<file path="src/core/gpcfg_pkg.sv">
`default_nettype none

package gpcfg_pkg;

  // ==========================================================================
  // Register map, byte addresses.
  // ==========================================================================
  localparam logic [3:0] GPCFG_OFS_DRIVE   = 4'h0;
  localparam logic [3:0] GPCFG_OFS_PULLUP  = 4'h4;
  localparam logic [3:0] GPCFG_OFS_SLEW    = 4'h8;
  localparam logic [3:0] GPCFG_OFS_DIR     = 4'hc;

  // ==========================================================================
  // Reset values.
  // ==========================================================================
  localparam logic [7:0] GPCFG_RST_DRIVE   = 8'h00;
  localparam logic [7:0] GPCFG_RST_PULLUP  = 8'h00;
  localparam logic [7:0] GPCFG_RST_SLEW    = 8'h00;
  localparam logic [7:0] GPCFG_RST_DIR     = 8'h00;

  // ==========================================================================
  // Fixed pin properties.
  // ==========================================================================
  localparam int         GPCFG_INPUT_ONLY_POS = 1;
  localparam logic [7:0] GPCFG_EAST_USABLE    = 8'hfd;

  typedef enum logic [1:0] {
    GPCFG_IDLE = 2'b01,
    GPCFG_ACK  = 2'b10
  } gpcfg_bus_state_type;

endpackage : gpcfg_pkg

`default_nettype wire

</file>
<file path="src/core/gpcfg_pin_cell.sv">
`timescale 1ns/1ns
`default_nettype none

// ============================================================================
// Per-pin pad control derivation, registered.
// ============================================================================
module gpcfg_pin_cell (
  input  wire logic clk_sys,        // System clock.
  input  wire logic reset,          // Synchronous reset, active high.
  input  wire logic east_out,       // East port pin is an output.
  input  wire logic east_usable,    // East pin can drive at all.
  input  wire logic drive_bit,      // Drive strength bit.
  input  wire logic jport_out,      // J port pin is an output.
  input  wire logic pullup_bit,     // Pull-up enable bit.
  input  wire logic slew_bit,       // Slew enable bit.
  input  wire logic irq_pulldown,   // Pin interrupt asks for a pull-down.
  output logic      drive_high,     // High drive to pad.
  output logic      pullup_on,      // Pull-up to pad.
  output logic      pulldown_on,    // Pull-down to pad.
  output logic      slew_on         // Slew control to pad.
);

  always_ff @(posedge clk_sys) begin
    if (reset) begin
      drive_high  <= 1'b0;
      pullup_on   <= 1'b0;
      pulldown_on <= 1'b0;
      slew_on     <= 1'b0;
    end else begin
      drive_high  <= east_usable & east_out & drive_bit;
      pullup_on   <= ~jport_out & pullup_bit & ~irq_pulldown;
      pulldown_on <= ~jport_out & irq_pulldown;
      slew_on     <= jport_out & slew_bit;
    end
  end

endmodule // gpcfg_pin_cell

`default_nettype wire

</file>
<file path="src/core/gpcfg_top.sv">
`timescale 1ns/1ns
`default_nettype none

// Operation
// Eight independent east port drive bits.
// Drive bit zero low, one high.
// Drive bit ignored on input pins.
// Drive bit one has no effect.
// Eight independent J port pull-up bits.
// Pull bit one enables pull-up, zero disables.
// Output J pins force pulls off.
// Pull-down only with pin interrupt configured.
// Eight independent J port slew bits.
// Slew bit ignored on input pins.
// Software sets slew explicitly after reset.
// Slew bit one on, zero off.
// Registers read back last written value.
module gpcfg_top (
  input  wire logic        clk_sys,         // System clock, 20 MHz.
  input  wire logic        reset,           // Synchronous reset, active high.
  input  wire logic        wb_cyc_i,        // Wishbone cycle.
  input  wire logic        wb_stb_i,        // Wishbone strobe.
  input  wire logic        wb_we_i,         // Wishbone write enable.
  input  wire logic [3:0]  wb_adr_i,        // Wishbone byte address.
  input  wire logic [3:0]  wb_sel_i,        // Wishbone byte selects.
  input  wire logic [31:0] wb_dat_i,        // Wishbone write data.
  output logic      [31:0] wb_dat_o,        // Wishbone read data.
  output logic             wb_ack_o,        // Wishbone acknowledge.
  input  wire logic [7:0]  east_port_dir,   // East pin direction, 1 output.
  input  wire logic [7:0]  jport_irq_pull,  // J pin interrupt wants pull-down.
  output logic      [7:0]  east_port_pin_drive, // East pad high drive.
  output logic      [7:0]  jport_pin_pullup,    // J pad pull-up.
  output logic      [7:0]  jport_pin_pulldown,  // J pad pull-down.
  output logic      [7:0]  jport_pin_slew       // J pad slew control.
);
  import gpcfg_pkg::*;

  // ==========================================================================
  // Pin input synchronisers.
  // ==========================================================================
  logic [7:0] east_dir_meta;
  logic [7:0] east_dir_sync;
  logic [7:0] irq_meta;
  logic [7:0] irq_sync;

  always_ff @(posedge clk_sys) begin
    if (reset) begin
      east_dir_meta <= 8'h00;
      east_dir_sync <= 8'h00;
      irq_meta      <= 8'h00;
      irq_sync      <= 8'h00;
    end else begin
      east_dir_meta <= east_port_dir;
      east_dir_sync <= east_dir_meta;
      irq_meta      <= jport_irq_pull;
      irq_sync      <= irq_meta;
    end
  end

  // ==========================================================================
  // Wishbone slave, one wait state, ack for one cycle.
  // ==========================================================================
  gpcfg_bus_state_type bus_state_reg;
  logic                bus_req;
  logic                wr_fire;
  logic [7:0]          east_port_drive_bits;
  logic [7:0]          jport_pullup_bits;
  logic [7:0]          jport_slew_bits;
  logic [7:0]          jport_dir_reg;

  assign bus_req = wb_cyc_i & wb_stb_i;
  assign wr_fire = (bus_state_reg == GPCFG_IDLE) & bus_req & wb_we_i & wb_sel_i[0];

  always_ff @(posedge clk_sys) begin
    if (reset) begin
      bus_state_reg <= GPCFG_IDLE;
      wb_ack_o      <= 1'b0;
    end else begin
      unique case (bus_state_reg)
        GPCFG_IDLE: begin
          if (bus_req) begin
            bus_state_reg <= GPCFG_ACK;
            wb_ack_o      <= 1'b1;
          end
        end
        GPCFG_ACK: begin
          bus_state_reg <= GPCFG_IDLE;
          wb_ack_o      <= 1'b0;
        end
        default: begin
          bus_state_reg <= GPCFG_IDLE;
          wb_ack_o      <= 1'b0;
        end
      endcase
    end
  end

  // Configuration registers; a write lands on the edge that takes the request.
  always_ff @(posedge clk_sys) begin
    if (reset) begin
      east_port_drive_bits <= GPCFG_RST_DRIVE;
    end else if (wr_fire && wb_adr_i == GPCFG_OFS_DRIVE) begin
      east_port_drive_bits <= wb_dat_i[7:0];
    end
  end

  always_ff @(posedge clk_sys) begin
    if (reset) begin
      jport_pullup_bits <= GPCFG_RST_PULLUP;
    end else if (wr_fire && wb_adr_i == GPCFG_OFS_PULLUP) begin
      jport_pullup_bits <= wb_dat_i[7:0];
    end
  end

  always_ff @(posedge clk_sys) begin
    if (reset) begin
      jport_slew_bits <= GPCFG_RST_SLEW;
    end else if (wr_fire && wb_adr_i == GPCFG_OFS_SLEW) begin
      jport_slew_bits <= wb_dat_i[7:0];
    end
  end

  // Own direction register for the J pins, a one marks an output.
  always_ff @(posedge clk_sys) begin
    if (reset) begin
      jport_dir_reg <= GPCFG_RST_DIR;
    end else if (wr_fire && wb_adr_i == GPCFG_OFS_DIR) begin
      jport_dir_reg <= wb_dat_i[7:0];
    end
  end

  // Read data; unmapped addresses read zero and still acknowledge.
  always_ff @(posedge clk_sys) begin
    if (reset) begin
      wb_dat_o <= 32'h0000_0000;
    end else if ((bus_state_reg == GPCFG_IDLE) & bus_req) begin
      unique case (wb_adr_i)
        GPCFG_OFS_DRIVE:  wb_dat_o <= {24'h000000, east_port_drive_bits};
        GPCFG_OFS_PULLUP: wb_dat_o <= {24'h000000, jport_pullup_bits};
        GPCFG_OFS_SLEW:   wb_dat_o <= {24'h000000, jport_slew_bits};
        GPCFG_OFS_DIR:    wb_dat_o <= {24'h000000, jport_dir_reg};
        default:          wb_dat_o <= 32'h0000_0000;
      endcase
    end
  end

  // ==========================================================================
  // Pad control, one cell per pin.
  // ==========================================================================
  genvar gi;
  generate
    for (gi = 0; gi < 8; gi++) begin : g_pin
      gpcfg_pin_cell u_cell (
        .clk_sys      (clk_sys),
        .reset        (reset),
        .east_out     (east_dir_sync[gi]),
        .east_usable  (GPCFG_EAST_USABLE[gi]),
        .drive_bit    (east_port_drive_bits[gi]),
        .jport_out    (jport_dir_reg[gi]),
        .pullup_bit   (jport_pullup_bits[gi]),
        .slew_bit     (jport_slew_bits[gi]),
        .irq_pulldown (irq_sync[gi]),
        .drive_high   (east_port_pin_drive[gi]),
        .pullup_on    (jport_pin_pullup[gi]),
        .pulldown_on  (jport_pin_pulldown[gi]),
        .slew_on      (jport_pin_slew[gi])
      );
    end
  endgenerate
endmodule // gpcfg_top

`default_nettype wire

</file>
<file path="config.mk">
export PLATFORM = sky130hd
export DESIGN_NAME = gpcfg_top
export DESIGN_NICKNAME = d
export VERILOG_FILES = /design/src/core/gpcfg_pkg.sv /design/src/core/gpcfg_pin_cell.sv /design/src/core/gpcfg_top.sv
export SDC_FILE = /design/constraint.sdc
export NUM_CORES = 1
export LEC_CHECK = 0
export BUFFER_PORTS_ARGS = -buffer_cell sky130_fd_sc_hd__buf_2
export CORE_ASPECT_RATIO = 0.8
export CORE_MARGIN = 4
export CORE_UTILIZATION = 50
export DETAILED_ROUTE_END_ITERATION = 12
export HOLD_SLACK_MARGIN = 0.15
export PLACE_DENSITY = 0.77
export SYNTH_ARGS = -nofsm -noshare
export SYNTH_HDL_FRONTEND = slang
export SYNTH_SLANG_ARGS = --single-unit
export TNS_END_PERCENT = 50
</file>
<file path="constraint.sdc">
create_clock -name clk_sys -period 1.4 [get_ports clk_sys]
set_input_delay 0.35 -clock clk_sys [delete_from_list [all_inputs] [get_ports clk_sys]]
set_output_delay 0.35 -clock clk_sys [all_outputs]
set_load 0.01 [all_outputs]
</file>
### Word level (Yosys, flattened, before mapping)

Index checks and enable logic that the tools add are counted.

* bits in registers: 130
* output and inout port bits: 65
* input bits: 61
* word-level logic and storage cells: 113

* reductions and logical operators: 6
* equality and inequality tests: 4
* bitwise gates (word level): 60
* muxes and demuxes: 1

Operators by type and width (count)
* AND 1 bit: 43
* case mux 8 bit (4 select lines): 1
* NOT 1 bit: 17
* equality test 4 bit (second input constant): 2
* equality test 4 x 3 -> 1 bit (second input constant): 1
* logical AND 1 bit: 4
* logical NOT 4 bit: 1
* equality test 2 x 1 -> 1 bit (second input constant): 1
* OR reduction 2 bit: 1

### Longest topological paths before layout

* depth after elaboration: 5
* gate-level depth with buffers: 4
* mapped depth without buffers: 3

### Modules after synthesis

A second synthesis with hierarchy kept.

* cell total of the unflattened synthesis: 325
* area, all modules: 3876.2 sq um

By module, submodules not included
* gpcfg_top: area an instance 2895.3 sq um, instances 1, sequential area each 1481.4 sq um, cells an instance 261
* gpcfg_pin_cell: area an instance 122.6 sq um, instances 8, sequential area each 80.1 sq um, cells an instance 8

### Worst setup path before layout

No wires, ideal clock.

* kind: input port to flip-flop
* start: in wb_adr_i[2]
* end: reg wb_dat_o[2]
* buffers on the path: 1
* library setup time: 0.117 ns
* arrival time: 1.171 ns
* required time: 1.283 ns
* path slack: 0.112 ns
* stages: 3
* path through: buf_6 -> mux4_2 -> a32o_1

* word-level cells in the longest chain between the ends: 2
* elaborated cells on any way between the ends: 5
* those cells by class: eq/ne (3); mux (1); reduce/logical (1)

Ends and longest elaborated chain
* from (decl): line gpcfg_top.sv:24 `input wire logic [3:0] wb_adr_i,`
* equality test 4 bit, or another cell as far along: line gpcfg_top.sv:137 `unique case (wb_adr_i)`
* case mux 8 bit (4 select lines) *: line gpcfg_top.sv:137
* to (signal assigned): line gpcfg_top.sv:138 `GPCFG_OFS_DRIVE: wb_dat_o <= {24'h000000, east_port_drive_bits};`
* to (signal assigned): line gpcfg_top.sv:139 `GPCFG_OFS_PULLUP: wb_dat_o <= {24'h000000, jport_pullup_bits};`
* to (signal assigned): line gpcfg_top.sv:140 `GPCFG_OFS_SLEW: wb_dat_o <= {24'h000000, jport_slew_bits};`
* to (decl): line gpcfg_top.sv:27 `output logic [31:0] wb_dat_o,`

Mark *: on every way between the ends. The rest lies on a longest branch, timed or not.
A chain may end at the register's enable or synchronous reset.

==> run summary <==
WP data required - 1680 ps
Ys flop type - dfxtp_1
Number of synthesized register bits - 103
CTS tree - built
Adder-cell share of the synthesized area - 0%
Initial antenna violation count - 0
Wire length per cell - 13.7 um
Synthesized area per cell - 11.4 sq um
Tmin final - 1310 ps
Layout area overhead - 11.4%
IO Port Bufs - 72
Crit-path max FO - 8
Power Total - 4.83 mW
Hold depth - 2
CP Class - reg -> reg
Vias/cell - 4.68
Synth top area share - 53.8%
Core Region - 7430 sq um
Vias - 2,348
Outcome - completed
Residual DRC count - 0
CP Cell Sequence - and4b_2 > and4_4 > mux2i_1
Critical path startpoint category - flip-flop
Setup Skew - 9.19 ps
CP endpoint kind - flip-flop
Final hold violation count - 0
Initial DRC Count - 94
Synth async-reset ratio - 0%
Complex-gate fraction of the synthesized area - 2.09%
EDFF count, synth - 0
Clock Sinks - 103
Cell taking the most area after synthesis - dfxtp_1
Dpl hpwl - 4920 um
Drt pass-1 iters - 4
Number of I/O pins - 126
Peak Freq - 0.764 GHz
Multiplexer area fraction after synthesis - 13.3%
Yosys cell types - 26
Total grt overflow - 0
Critical path data arrival time - 1590 ps
Final GP Congestion - 0.782
CTS root buf - clkbuf_8
Number of max-cap violations - 0
RSZ-0062 raised after global routing - false
Layout cells sized above 1 - 29.5%
Commonest cells post-synth - dfxtp_1 (103), buf_4 (58), nand2_1 (41)
Antenna viol nets, final - 0
Clk buf depth - 2
Worst hold margin - 197 ps
Die X-Extent - 106 um
VDD IR max - 0.678 mV
Slowest CP cell - and4_4
Largest net degree at the start of global routing - 41
Mapped cell area - 3830 sq um
Simple-gate area share of the yosys netlist - 17.4%
NumNets Final - 453
Largest family of logic cells by synthesized area - simple AND/OR/NAND/NOR gates
All-Layer GR Usage - 15.9%
Die area - 9140 sq um
Total Wirelength - 6860 um
PD cells - 1130 nW/um^2
Syn. warnings - 0
Mapped Cells - 337
Starting Density - 51.6%
Synth area leaders - dfxtp_1 (54%), buf_4 (11%), mux2i_1 (8.4%)
XOR/XNOR Fraction of Synth Area - 0%
Row cnt - 28
First-pass GRT wire length - 11,400 um
Period utilization - 93.5%
Leakage power - 2.04 nW
Vias in the first global route - 2,378
Slew Limit Fails - 0
Most numerous cell in the Yosys netlist - dfxtp_1
R2R cell count - 3
Die height - 86.3 um
FILL cells - 678
Setup violators final - 0
Worst-path clk slew - 90 ps
Worst-Skew Late Latency - 360 ps
ANT cells - 0
H-tree Lvls - 3
CP max stage delay - 360 ps
Min-Delay Path Class - in -> reg
Final Util - 57.5%
TritonCTS buffer count - 9
Post-synthesis sequential area ratio - 53.8%
[placed cells by master (no fill, tap or decap), types with 9 or more instances in the layout]
cell      count
clkbuf_8      9
nand2_1      41
mux2i_1      32
buf_4        16
buf_2        72
nor2b_1      30
and3_1       15
conb_1       25
dfxtp_1     103
[logic make-up (layout without fill, tap and decap cells)]
| kind of cell | count (synthesis) | in the layout |
|---|---|---|
| AND/OR/NAND/NOR | 111 | 111 |
| flip-flops | 103 | 103 |
| buffers and inverters | 74 | 110 |
| multiplexers | 40 | 40 |
| AO/OA/AOI/OAI | 8 | 8 |
| other | 1 | 25 |
[path summary, 6_finish.rpt]
kind	start	endpoint	slack, ps
hold reg to reg	irq_sync[5]$_SDFF_PP0_	g_pin[5].u_cell.pullup_on$_SDFF_PP0_	410
setup reg to reg	wb_ack_o$_SDFFE_PP0N_	jport_dir_reg[4]$_SDFFE_PP0P_	90
hold / removal	jport_irq_pull[4]	irq_meta[4]$_SDFF_PP0_	200
setup / recovery	wb_ack_o$_SDFFE_PP0N_	jport_dir_reg[4]$_SDFFE_PP0P_	90
[metrics by stage]
step	TNS [ps]	instance area [sq um]	instances	worst slack, ps
floorplan	0	3920	361	112
global placement	-457	4110	486	-62.0
detailed placement	-956	4110	486	-102
CTS	0	4270	502	60.8
global route	0	4270	502	12.0
finish	0	4270	502	90.3
[final cells by class]
cell class                 count  area (sq um)  share of cell area [%]
clock inverter                 3          20.0                   0.469
clock buffer                  13           139                    3.25
timing repair buffer          92           561                    13.1
tap                          105           131                    3.08
multi-input combinational    184          1350                    31.6
inverter                       2          7.51                   0.176
sequential                   103          2060                    48.3
[worst max-delay path: cells and delay by family (launching register included)]
| family | cells | cell delay, ps |
|---|---|---|
| flops | 1 | 320 |
| mux | 1 | 230 |
| simple gates | 2 | 680 |
[report_power, final]
group	internal (mW)	leakage, nW	switching [mW]
logic	0.121	1.13	0.158
registers	2.98	0.837	0.0136
clock network	0.647	0.0736	0.912
total	3.75	2.04	1.08
[metal layers]
metal / track usage [%] / vias up / wire length [um]
met2: 27.7 / 64 / 3390
li1: - / 1170 / -
met3: 4.62 / 10 / 408
met4: 4.71 / 0 / 84
met5: 0 / - / 0
met1: 19.3 / 1104 / 2970
[timing repair]
item / 4_1_cts / 5_1_grt
setup endpoints to repair: 0 / 3
resized for setup: 0 / 1
buffers inserted: 0 / 0
hold buffers: 0 / 0
(Power assumes the default switching activity.)
